### src/vsd_map.svh
`ifndef VSD_MAP_SVH
`define VSD_MAP_SVH
// Register offsets on the plain port
`define VSD_A_CTRL 3'h0
`define VSD_A_TABLE 3'h1
`define VSD_A_DATA 3'h2
`define VSD_A_HOLD 3'h3
`define VSD_A_PLO 3'h4
`define VSD_A_PHI 3'h5
`define VSD_A_RING 3'h6
`define VSD_A_STAT 3'h7
// Reset values
`define VSD_CTRL_RST 16'h0000
`define VSD_RING_RST 3'h0
// Ring size codes and the word-address bit each one forces low
`define VSD_RING_64K 3'h0
`define VSD_RING_128K 3'h1
`define VSD_RING_256K 3'h2
`define VSD_RBIT_64K 15
`define VSD_RBIT_128K 16
`define VSD_RBIT_256K 17
// Fetch and decode counts
`define VSD_QW_STEP 32'h0000_0002
`define VSD_WORD_BITS 6'h20
`define VSD_RUN_MAX 3'h7
`endif

### src/vsd_pkg.sv
package vsd_pkg;
  // Decoder states, Gray coded along idle-runin-xbits-done
  typedef enum logic [1:0] {
    vsd_st_idle = 2'b00,
    vsd_st_runin = 2'b01,
    vsd_st_xbits = 2'b11,
    vsd_st_done = 2'b10
  } vsd_state_t;
  // Control word layout
  typedef struct packed {
    logic runin_polarity;
    logic rsvd14;
    logic ring_buffer_enable;
    logic [4:0] uniform_xbit_value;
    logic short_mode;
    logic end_mode;
    logic test;
    logic write;
    logic rsvd3;
    logic [2:0] start_idx;
  } vsd_ctrl_t;
  // Code description table entry
  typedef struct packed {
    logic end_flag;
    logic [6:0] xval;
  } vsd_entry_t;
  // Memory fetch request
  typedef struct packed {
    logic req;
    logic [31:0] addr;
  } vsd_mem_req_t;
endpackage : vsd_pkg

### src/vsd_fetch.sv
`timescale 1ns/10ps
`default_nettype none
`include "vsd_map.svh"
module vsd_fetch import vsd_pkg::*; (
  input wire logic i_clk, // System clock
  input wire logic i_sys_rst, // Sync reset, high
  input wire logic i_plo_we, // Pointer low write
  input wire logic i_phi_we, // Pointer high write
  input wire logic [15:0] i_wdata, // Pointer data
  input wire logic i_ring_en, // Ring buffer on
  input wire logic [2:0] i_ring_sel, // Ring size code
  input wire logic i_take, // Consume one bit
  output logic o_bit, // Current bit
  output logic o_bit_valid, // Current bit present
  output logic [31:0] o_ptr, // Pointer, word units
  output vsd_mem_req_t o_mem, // Fetch request
  input wire logic i_mem_ack, // Fetch done
  input wire logic [31:0] i_mem_data // Fetched word
);
  logic [31:0] cur_word;
  logic [5:0] cur_cnt;
  logic [31:0] pre_word;
  logic pre_valid;
  logic drop;
  logic load;

  // External address with the ring bit forced low
  function automatic logic [31:0] ring_map(input logic [31:0] p,
      input logic en, input logic [2:0] sel);
    logic [31:0] a;
    a = p;
    if (en) begin
      case (sel)
        `VSD_RING_64K: a[`VSD_RBIT_64K] = 1'b0;
        `VSD_RING_128K: a[`VSD_RBIT_128K] = 1'b0;
        `VSD_RING_256K: a[`VSD_RBIT_256K] = 1'b0;
        default: a = p;
      endcase
    end
    return a;
  endfunction : ring_map

  assign o_bit = cur_word[0];
  assign o_bit_valid = (cur_cnt != 6'h00);
  assign load = pre_valid && (cur_cnt == 6'h00 ||
    (i_take && cur_cnt == 6'h01));

  // Pointer: aligned on load, +2 per word, never decremented
  always_ff @(posedge i_clk) begin
    if (i_sys_rst) begin
      o_ptr <= 32'h0000_0000;
    end else if (i_plo_we) begin
      o_ptr[15:0] <= {i_wdata[15:2], 2'b00};
    end else if (i_phi_we) begin
      o_ptr[31:16] <= i_wdata;
    end else if (i_mem_ack && !drop) begin
      o_ptr <= o_ptr + `VSD_QW_STEP;
    end
  end

  // Request stays stable until acked; a stale answer is dropped
  always_ff @(posedge i_clk) begin
    if (i_sys_rst) begin
      o_mem <= '0;
      drop <= 1'b0;
    end else begin
      if (i_plo_we && o_mem.req && !i_mem_ack) begin
        drop <= 1'b1;
      end else if (i_mem_ack) begin
        drop <= 1'b0;
      end
      if (i_mem_ack) begin
        o_mem.req <= 1'b0;
      end else if (!o_mem.req && !pre_valid && !i_plo_we) begin
        o_mem.req <= 1'b1;
        o_mem.addr <= ring_map(o_ptr, i_ring_en, i_ring_sel);
      end
    end
  end

  // One word of prefetch beside the word being decoded
  always_ff @(posedge i_clk) begin
    if (i_sys_rst || i_plo_we) begin
      pre_valid <= 1'b0;
      pre_word <= 32'h0000_0000;
    end else if (i_mem_ack && !drop) begin
      pre_valid <= 1'b1;
      pre_word <= i_mem_data;
    end else if (load) begin
      pre_valid <= 1'b0;
    end
  end

  // Bits leave from the LSB upward, then the next word's LSB
  always_ff @(posedge i_clk) begin
    if (i_sys_rst || i_plo_we) begin
      cur_cnt <= 6'h00;
      cur_word <= 32'h0000_0000;
    end else if (load) begin
      cur_word <= pre_word;
      cur_cnt <= `VSD_WORD_BITS;
    end else if (i_take && o_bit_valid) begin
      cur_word <= {1'b0, cur_word[31:1]};
      cur_cnt <= cur_cnt - 6'h01;
    end
  end
endmodule : vsd_fetch
`default_nettype wire

### src/vsd_top.sv
`timescale 1ns/10ps
`default_nettype none
`include "vsd_map.svh"
module vsd_top import vsd_pkg::*; (
  input wire logic i_clk, // 125 MHz clock
  input wire logic i_sys_rst, // Sync reset, high
  input wire logic [2:0] i_addr, // Register address
  input wire logic [15:0] i_wdata, // Write data
  input wire logic i_wr, // Write strobe
  input wire logic i_rd, // Read strobe
  output logic [15:0] o_rdata, // Read data
  output logic o_rvalid, // Read data valid
  output logic o_stall, // Data read waiting
  output vsd_mem_req_t o_mem, // Memory request
  input wire logic i_mem_ack, // Memory done
  input wire logic [31:0] i_mem_data // Memory word
);
  vsd_ctrl_t ctrl;
  vsd_entry_t code_tab [8];
  logic [2:0] tab_idx;
  logic [2:0] ring_sel;
  vsd_state_t state;
  vsd_state_t next_state;
  logic [2:0] runs;
  logic [15:0] base;
  logic [15:0] xacc;
  logic [2:0] xleft;
  logic pend_hold;
  logic [31:0] ptr;
  logic sbit;
  logic sbit_ok;
  logic take;
  logic wr_ctrl;
  logic wr_tab;
  logic rd_sym;
  logic rd_tab;
  logic deliver;
  logic hold_kind;
  logic go;
  logic match;
  logic stop_end;
  vsd_ctrl_t wctrl;
  vsd_entry_t cur_e;
  logic [6:0] cur_v;
  logic [2:0] cur_n;

  // Number of x-bits from a one-hot 2^X value
  function automatic logic [2:0] xbits_of(input logic [6:0] v);
    logic [2:0] n;
    n = 3'h0;
    for (int i = 0; i < 7; i++) begin
      if (v[i]) begin
        n = 3'(i);
      end
    end
    return n;
  endfunction : xbits_of

  // Symbol value from base and assembled x-bits
  function automatic logic [15:0] sym_value(input logic [15:0] b,
      input logic [15:0] x);
    return 16'(b + x);
  endfunction : sym_value

  // Strobe decode
  assign wctrl = vsd_ctrl_t'(i_wdata);
  assign wr_ctrl = i_wr && (i_addr == `VSD_A_CTRL);
  assign wr_tab = i_wr && (i_addr == `VSD_A_TABLE);
  assign rd_tab = i_rd && ctrl.test &&
    (i_addr == `VSD_A_DATA || i_addr == `VSD_A_HOLD);
  assign rd_sym = i_rd && !ctrl.test &&
    (i_addr == `VSD_A_DATA || i_addr == `VSD_A_HOLD);

  // A plain control write restarts a stopped decoder
  assign go = wr_ctrl && !wctrl.test && !wctrl.write;

  // A read waits for the symbol rather than seeing half of it
  assign deliver = (state == vsd_st_done) && (rd_sym || o_stall);
  assign hold_kind = o_stall ? pend_hold : (i_addr == `VSD_A_HOLD);

  // Entry for this run length; seven and above share entry seven
  assign cur_e = code_tab[runs];
  assign cur_v = ctrl.short_mode ?
    {2'b00, ctrl.uniform_xbit_value} : cur_e.xval;
  assign cur_n = xbits_of(cur_v);

  // Run-in bit is the inverse of the polarity bit
  assign match = (sbit != ctrl.runin_polarity);
  assign stop_end = ctrl.end_mode && cur_e.end_flag;

  // One bit per cycle while a symbol is open
  assign take = sbit_ok &&
    (state == vsd_st_runin || state == vsd_st_xbits);

  vsd_fetch u_fetch (
    .i_clk(i_clk),
    .i_sys_rst(i_sys_rst),
    .i_plo_we(i_wr && i_addr == `VSD_A_PLO),
    .i_phi_we(i_wr && i_addr == `VSD_A_PHI),
    .i_wdata(i_wdata),
    .i_ring_en(ctrl.ring_buffer_enable),
    .i_ring_sel(ring_sel),
    .i_take(take),
    .o_bit(sbit),
    .o_bit_valid(sbit_ok),
    .o_ptr(ptr),
    .o_mem(o_mem),
    .i_mem_ack(i_mem_ack),
    .i_mem_data(i_mem_data)
  );

  // Control word and ring size register
  always_ff @(posedge i_clk) begin
    if (i_sys_rst) begin
      ctrl <= vsd_ctrl_t'(`VSD_CTRL_RST);
      ring_sel <= `VSD_RING_RST;
    end else begin
      if (wr_ctrl) begin
        ctrl <= wctrl;
      end
      if (i_wr && i_addr == `VSD_A_RING) begin
        ring_sel <= i_wdata[2:0];
      end
    end
  end

  // Table index: zeroed by write or test, one step per access
  always_ff @(posedge i_clk) begin
    if (i_sys_rst) begin
      tab_idx <= 3'h0;
    end else if (wr_ctrl && (wctrl.write || wctrl.test)) begin
      tab_idx <= 3'h0;
    end else if ((wr_tab && ctrl.write) || rd_tab) begin
      tab_idx <= tab_idx + 3'h1;
    end
  end

  // Table storage; writes only count while the write bit is set
  always_ff @(posedge i_clk) begin
    if (i_sys_rst) begin
      for (int i = 0; i < 8; i++) begin
        code_tab[i] <= '0;
      end
    end else if (wr_tab && ctrl.write) begin
      code_tab[tab_idx] <= vsd_entry_t'(i_wdata[7:0]);
    end
  end

  // Decoder state machine
  always_comb begin
    next_state = state;
    case (state)
      vsd_st_idle: begin
        if (go) begin
          next_state = vsd_st_runin;
        end
      end
      vsd_st_runin: begin
        if (sbit_ok && (!match || stop_end)) begin
          if (cur_n == 3'h0) begin
            next_state = vsd_st_done;
          end else begin
            next_state = vsd_st_xbits;
          end
        end
      end
      vsd_st_xbits: begin
        if (sbit_ok && xleft == 3'h1) begin
          next_state = vsd_st_done;
        end
      end
      vsd_st_done: begin
        if (deliver) begin
          // Holding read parks the decoder until a plain write
          next_state = hold_kind ? vsd_st_idle : vsd_st_runin;
        end
      end
      default: begin
        next_state = vsd_st_idle;
      end
    endcase
  end

  always_ff @(posedge i_clk) begin
    if (i_sys_rst) begin
      state <= vsd_st_idle;
    end else begin
      state <= next_state;
    end
  end

  // Run length, base and x-bit accumulation
  always_ff @(posedge i_clk) begin
    if (i_sys_rst) begin
      runs <= 3'h0;
      base <= 16'h0000;
      xacc <= 16'h0000;
      xleft <= 3'h0;
    end else if ((state == vsd_st_idle && go) ||
        (deliver && !hold_kind)) begin
      runs <= 3'h0;
      base <= 16'h0000;
      xacc <= 16'h0000;
      xleft <= 3'h0;
    end else if (state == vsd_st_runin && sbit_ok) begin
      if (match) begin
        // Each run-in bit adds the entry it passes, or in short mode the uniform value, to the base
        base <= 16'(base + {9'h000, cur_v});
        if (stop_end) begin
          xleft <= cur_n;
        end else if (runs != `VSD_RUN_MAX) begin
          runs <= runs + 3'h1;
        end
      end else begin
        xleft <= cur_n;
      end
    end else if (state == vsd_st_xbits && sbit_ok) begin
      xacc <= {xacc[14:0], sbit};
      xleft <= xleft - 3'h1;
    end
  end

  // Stall flag for a read that came before the symbol finished
  always_ff @(posedge i_clk) begin
    if (i_sys_rst) begin
      o_stall <= 1'b0;
      pend_hold <= 1'b0;
    end else if (deliver) begin
      o_stall <= 1'b0;
    end else if (rd_sym) begin
      o_stall <= 1'b1;
      pend_hold <= (i_addr == `VSD_A_HOLD);
    end
  end

  // Read data, one cycle after the strobe or on a late delivery
  always_ff @(posedge i_clk) begin
    if (i_sys_rst) begin
      o_rdata <= 16'h0000;
      o_rvalid <= 1'b0;
    end else begin
      o_rvalid <= 1'b0;
      if (deliver) begin
        o_rdata <= sym_value(base, xacc);
        o_rvalid <= 1'b1;
      end else if (rd_tab) begin
        o_rdata <= {8'h00, code_tab[tab_idx]};
        o_rvalid <= 1'b1;
      end else if (i_rd && !rd_sym) begin
        o_rvalid <= 1'b1;
        case (i_addr)
          `VSD_A_CTRL: o_rdata <= ctrl;
          `VSD_A_PLO: o_rdata <= ptr[15:0];
          `VSD_A_PHI: o_rdata <= ptr[31:16];
          `VSD_A_RING: o_rdata <= {13'h0000, ring_sel};
          `VSD_A_STAT: o_rdata <= {9'h000, o_stall, runs,
            1'b0, state};
          default: o_rdata <= 16'h0000;
        endcase
      end
    end
  end
endmodule : vsd_top
`default_nettype wire
### config.mk
export PLATFORM = sky130hd
export DESIGN_NAME = vsd_top
export DESIGN_NICKNAME = d
export VERILOG_FILES = /design/src/vsd_pkg.sv /design/src/vsd_fetch.sv /design/src/vsd_top.sv
export VERILOG_INCLUDE_DIRS = /design/src
export SDC_FILE = /design/constraint.sdc
export NUM_CORES = 1
export LEC_CHECK = 0
export BUFFER_PORTS_ARGS = -buffer_cell sky130_fd_sc_hd__buf_4
export CAP_MARGIN = 20
export CORE_UTILIZATION = 55
export DETAILED_ROUTE_END_ITERATION = 6
export GPL_ROUTABILITY_DRIVEN = 0
export MAX_ROUTING_LAYER = met4
export PLACE_DENSITY = 0.73
export SETUP_SLACK_MARGIN = 0.2
export SYNTH_ARGS = -nofsm -noshare
export SYNTH_HDL_FRONTEND = slang
export SYNTH_SLANG_ARGS = --single-unit
### constraint.sdc
create_clock -name i_clk -period 3.5 [get_ports i_clk]
set_input_delay 0.175 -clock i_clk [delete_from_list [all_inputs] [get_ports i_clk]]
set_output_delay 0.175 -clock i_clk [all_outputs]
set_load 0.01 [all_outputs]
==> out/qor.txt, run 1 <==
Run status = finished with violations
Failing checks = DRC
Largest net degree at the start of global routing = 47
Clock period minus final worst setup slack = 3.18 ns
Die width = 163 um
Area grow syn2layout = 18.1%
Final net count = 1809
Final worst path period share = 0.909
# IOs = 107
Ys async rst share = 0
First-pass GRT wire length = 62500 um
GRT Total Usage = 0.306
TNS Setup = 0 ns
Initial antenna violation count = 0
WL final = 39100 um
H-Tree Level Count = 1
Top_reg_cell synth = dfxtp_1
Sw Pwr = 1730 uW
Total power draw = 7340 uW
Syn. warnings = 0
Slew @ Worst Pin = 1.02 ns
I/O Buffers = 105
Most common cell after layout, fill and taps aside = nand2_1
Clock network fraction of total power = 0.437
FF/Latch Area = 6370 um2
Top sig layer = met4
CTS Root Cell = clkbuf_16
Comb power frac = 0.078
Share of layout cells above drive strength 1 = 0.154
DR DRC count = 8
Leak Pwr = 0.00628 uW
Final max-slew violation count = 0
Pre-antenna DRT Iters = 7
Core area = 25300 um2
Critical path arrival = 3.66 ns
Fmax = 0.314 GHz
Detailed Place HPWL = 27000 um
Setup CP Type = register to register
Metal1 wirelength = 16900 um
Most frequent cells in the layout = nand2_1, dfxtp_1, a21oi_1
Clk slew on worst S/H paths = 0.06 ns
Number of global-route vias before repair = 11500
Die H = 163 um
Crit Path Max Fanout = 4
Initial DRC Count = 1147
Peak supply drop = 0.376 mV
Met2 Wirelength = 18200 um
Multi-input combinational cell area = 7410 um2
Final hold violation count = 0
Share of power burned in registers = 0.485
Max Cap Violations = 0
Synth unique cells = 81
Max_slew headroom = 0.318
Synth Register Bits = 286
Pwr dens = 436 nW/um2
Register area share after synthesis = 0.446
DR WL/cell = 18.8 um
Crit. End Element = register
Die Footprint = 26600 um2
Rows = 58
Synth Instances = 1605
Final setup fails = 0
Starting Density = 0.563
Post-synth EDFFs = 64
Synth Cell Area = 14300 um2
Syn_area_per_cell = 8.88 um2
Latest clock arrival within the worst-skew pair = 0.55 ns
RSZ-0062 raised after global routing = false
Fill cell total of the finished layout = 2035
Final Skew = 0.0142 ns
Antenna viol nets, final = 0
Clk sink count = 286
Crit path launch type = register
CTS tree = yes
Switching Share = 0.235
Num CTS Buffers = 30
Total grt overflow = 0
HP Class = input port to register
Syn Nets = 1694
Via Count = 12300
Vias per cell = 5.95
Clock buffer depth = 3
Req. time, crit path = 3.98 ns
N_diodes = 0
Metal3 WL = 2770 um
Internal power = 5610 uW
power by group through the flow:
stage / Sequential [uW] / Combinational (uW) / Clock (uW)
global route: 3570 / 620 / 3390
detailed placement: 3630 / 515 / 0
CTS: 3560 / 562 / 3250
finish: 3560 / 569 / 3210
floorplan: 3600 / 331 / 0
global placement: 3630 / 505 / 0
timing repair:
action | CTS | global route
gates resized for setup | 1 | 11
setup buffers | 0 | 1
pin swaps | 0 | 5
hold endpoints to repair | 75 | 0
hold buffers | 49 | 0
setup endpoints to repair | 7 | 9
cloned | 0 | 0
flip-flops by register name (all words and copies together), names as in the netlist, named ones only:
name	count
xacc	16
state	2
xleft	3
o_stall	1
ring_sel	3
o_rvalid	1
pend_hold	1
code_tab	64
runs	3
u_fetch.pre_word	32
o_rdata	16
tab_idx	3
u_fetch.pre_valid	1
base	16
u_fetch.o_ptr	31
u_fetch.o_mem	32
ctrl	16
u_fetch.cur_cnt	6
u_fetch.cur_word	32
u_fetch.drop	1
stage by stage:
stage | area, um2 | instances | setup WS (ns) | hold slack [ns] | utilization
2_1_floorplan | 14300 | 1605 | 0.257 | 0.254 | -
3_3_place_gp | 15300 | 1967 | 0.173 | 0.392 | 0.604
3_5_place_dp | 15300 | 1967 | 0.101 | 0.400 | 0.604
4_1_cts | 16800 | 2072 | 0.206 | 0.0297 | 0.663
5_1_grt | 16800 | 2074 | 0.155 | 0.0512 | 0.665
6_report | 16800 | 2074 | 0.318 | 0.0459 | 0.665
logic make-up after synthesis:
logic type,synth area share
AOI/OAI and AO/OA,0.159
and+or+nand+nor,0.222
buffers and inverters,0.0373
xor gates and xnor gates,0.0252
DFF,0.446
adders and majority gates,0.0300
muxes,0.0791
other,0.000263
layer usage:
layer,GRT usage,up-vias
met4,0.107,0
li1,-,5914
met3,0.0411,88
met1,0.412,5856
met5,-,-
met2,0.474,473
synth_stat cells (16+ instances only):
cell	n	area, um2
a211oi_1	25	188
a21oi_1	163	816
a311oi_1	36	315
a31oi_1	17	106
and2_1	67	419
buf_2	16	80.1
clkbuf_1	80	300
dfxtp_1	222	4440
edfxtp_1	64	1920
ha_1	31	388
inv_1	23	86.3
mux2i_1	35	350
mux4_2	32	721
nand2_1	325	1220
nand3_1	25	125
nor2_1	132	495
nor3_1	24	120
o21ai_0	44	220
xnor2_1	22	193
xor2_1	19	166
worst paths after layout:
path / startpoint / end / slack, ns / cells after the start
max: register / base[10]$_SDFFE_PP0P_ / 0.32 / 12
min: i_sys_rst / u_fetch.o_ptr[16]$_SDFFE_PP0P_ / 0.05 / 2
max reg2reg: register / base[10]$_SDFFE_PP0P_ / 0.32 / 12
min reg2reg: ctrl[4]$_SDFFE_PP0P_ / ctrl[4]$_SDFFE_PP0P_ / 0.45 / 2
worst max-delay path, stage by stage, from the launching register on:
cell and delay, ns:
dfxtp_4 0.37, mux4_2 0.35, mux2i_1 0.07, o21ai_0 0.36, inv_1 0.15, fa_1 0.46
nor2b_1 0.17, o21ai_1 0.11, a21boi_1 0.20, o211ai_1 0.21, and2_1 0.22, or3_1 0.30
a21oi_1 0.13
cell type report:
type | instances | share of cell area
Tap cell | 330 | 0.0245
Multi-Input combinational cell | 1189 | 0.440
Clock buffer | 44 | 0.0508
Timing Repair Buffer | 190 | 0.0930
Inverter | 23 | 0.00513
Clock inverter | 12 | 0.00817
Sequential cell | 286 | 0.378
Power figures use the tool's default switching activity.
==> run 2, diff against run 1 <==
--- a/config.mk
+++ b/config.mk
@@ -8,12 +8,11 @@
 export LEC_CHECK = 0
 export BUFFER_PORTS_ARGS = -buffer_cell sky130_fd_sc_hd__buf_4
 export CAP_MARGIN = 20
-export CORE_UTILIZATION = 55
+export CORE_UTILIZATION = 50
 export DETAILED_ROUTE_END_ITERATION = 6
 export GPL_ROUTABILITY_DRIVEN = 0
 export MAX_ROUTING_LAYER = met4
-export PLACE_DENSITY = 0.73
-export SETUP_SLACK_MARGIN = 0.2
+export PLACE_DENSITY = 0.67
 export SYNTH_ARGS = -nofsm -noshare
 export SYNTH_HDL_FRONTEND = slang
 export SYNTH_SLANG_ARGS = --single-unit
==> constraint.sdc (replaced) <==
create_clock -name i_clk -period 2.65 [get_ports i_clk]
set_input_delay 0.1325 -clock i_clk [delete_from_list [all_inputs] [get_ports i_clk]]
set_output_delay 0.1325 -clock i_clk [all_outputs]
set_load 0.01 [all_outputs]
==> out/qor.txt, run 2 (synthesis gave the netlist of run 1 again) <==
FF/Latch Area = 6370 um2 (unchanged)
Setup slack after layout = -0.312 ns (-0.631 ns)
Antenna viol nets, final = 0 (unchanged)
Leak Pwr = 0.00660 uW (+5.1%)
Total power draw = 9650 uW (+31%)
Die H = 171 um (+4.8%)
Crit path launch type = register
Area grow syn2layout = 23.1%
Slew @ Worst Pin = 0.813 ns (-0.210 ns)
I/O Buffers = 105 (unchanged)
Crit. End Element = register
H-Tree Level Count = 1 (unchanged)
Rows = 61 (+5.2%)
Max Cap Violations = 0 (unchanged)
CTS tree = yes
Die width = 171 um (+4.8%)
Multi-input combinational cell area = 7590 um2 (+2.4%)
Failing checks = setup timing
WL final = 40700 um (+4.3%)
Num CTS Buffers = 31 (+3.3%)
Clock period minus final worst setup slack = 2.96 ns (-0.219 ns)
Detailed Place HPWL = 28100 um (+4.1%)
DR DRC count = 0 (-8)
Run status = finished with violations
Critical path arrival = 3.45 ns (-0.21 ns)
RSZ-0062 raised after global routing = true
Placement Setup Slack = -0.426 ns (-0.526 ns)
Crit Path Max Fanout = 10 (+6)
Clk slew on worst S/H paths = 0.06 ns (about the same)
Peak supply drop = 0.419 mV (+11%)
HP Class = input port to register
Latest clock arrival within the worst-skew pair = 0.56 ns (about the same)
Final hold violation count = 0 (unchanged)
N_diodes = 0 (unchanged)
Final setup fails = 11 (+11)
Req. time, crit path = 3.14 ns (-0.84 ns)
Most frequent cells in the layout = nand2_1, dfxtp_1, buf_4
Pre-antenna DRT Iters = 5 (-2)
Share of layout cells above drive strength 1 = 0.199 (+0.0445)
First-pass GRT wire length = 63100 um (+1.1%)
Largest net degree at the start of global routing = 66 (+40%)
DR WL/cell = 18.7 um (-0.99%)
Final max-slew violation count = 0 (unchanged)
Largest register FFs = 64 (unchanged)
# IOs = 107 (unchanged)
Core area = 27900 um2 (+10%)
Final worst path period share = 1.12 (+0.209)
Final net count = 1872 (+3.5%)
GRT Total Usage = 0.287 (-0.0196)
Final Skew = 0.0112 ns (-0.00302 ns)
Initial DRC Count = 1049 (-8.5%)
Most common cell after layout, fill and taps aside = nand2_1
Number of global-route vias before repair = 11700 (+0.96%)
Via Count = 12500 (+1.6%)
Initial antenna violation count = 0 (unchanged)
Total grt overflow = 0 (unchanged)
Fill cell total of the finished layout = 2436 (+20%)
Clock buffer depth = 3 (unchanged)
CTS Root Cell = clkbuf_16
Top reg by flops = code_tab
Clk sink count = 286 (unchanged)
Starting Density = 0.510 (-0.0526)
Fmax = 0.338 GHz (+7.4%)
Die Footprint = 29200 um2 (+9.9%)
Vias per cell = 5.74 (-3.5%)
Setup CP Type = register to register
Max_slew headroom = 0.456 (+0.138)
Pwr dens = 550 nW/um2 (+26%)
[run 2: cell types whose count changed in the layout (fill, tap and decap cells not counted), moves of 3 or more]
| cell | before | now |
|---|---|---|
| buf_4 | 139 | 197 |
| ha_1 | 30 | 24 |
| ha_4 | 1 | 6 |
| clkbuf_1 | 10 | 6 |
| clkinvlp_2 | 0 | 4 |
| o21ai_2 | 0 | 4 |
| dfxtp_2 | 0 | 3 |
| inv_1 | 23 | 20 |
| inv_2 | 0 | 3 |
[run 2: power by group]
group / switching [uW] / leakage (uW) / internal [uW]
Sequential: 101 / 0.00246 / 4590
Combinational: 471 / 0.00367 / 342
Clock: 1740 / 0.000466 / 2410
[run 2: metal layers]
layer	global-route usage	vias to the layer above	wire [um]
li1	-	6030	-
met1	0.374	6006	17800
met2	0.449	392	19000
met3	0.0398	102	2440
met4	0.118	0	1410
met5	-	-	0
[run 2: worst max-delay path, cell delays in order (launching register included)]
cell	delay (ns)
dfxtp_2	0.34
buf_12	0.14
mux4_2	0.52
mux2i_1	0.17
o21a_1	0.18
inv_2	0.05
ha_4	0.28
nor2b_4	0.14
o21ai_2	0.07
a21boi_2	0.18
o211ai_1	0.19
and2_1	0.20
or3_1	0.30
a21oi_1	0.13
[run 2: final cells by class]
cell class | instances | area share
tap | 378 | 0.0269
multi-input combinational | 1189 | 0.432
sequential | 286 | 0.363
inverter | 23 | 0.00492
timing repair buffer | 252 | 0.117
clock inverter | 16 | 0.00756
clock buffer | 40 | 0.0478
[run 2: per-stage QoR]
| step | cells | utilization | TNS, ns | hold slack [ns] | instance area [um2] |
|---|---|---|---|---|---|
| floorplan | 1605 | - | -1.16 | 0.212 | 14300 |
| global placement | 2066 | 0.566 | -2.23 | 0.350 | 15800 |
| detailed placement | 2066 | 0.566 | -3.32 | 0.356 | 15800 |
| CTS | 2179 | 0.623 | -1.99 | 0.0982 | 17400 |
| global route | 2184 | 0.628 | -3.73 | 0.137 | 17600 |
| finish | 2184 | 0.628 | -2.34 | 0.138 | 17600 |
[run 2: what timing repair did]
action,4_1_cts,5_1_grt
endpoints found under the setup margin,12,16
buffers inserted,7,5
gates resized for setup,16,19
pin swaps,7,12
hold endpoints to repair,134,0
cloned,0,0
hold buffers,50,0
[run 2: worst paths after layout]
check                                         start                                 to  slack (ns)  cells past startpoint
setup / recovery                           register              base[10]$_SDFFE_PP0P_       -0.31                     13
hold / removal                                 i_wr     u_fetch.o_ptr[27]$_SDFFE_PP0P_        0.14                      4
setup reg to reg                           register              base[10]$_SDFFE_PP0P_       -0.31                     13
hold reg to reg   u_fetch.pre_word[22]$_SDFFE_PP0P_  u_fetch.pre_word[22]$_SDFFE_PP0P_        0.45                      2
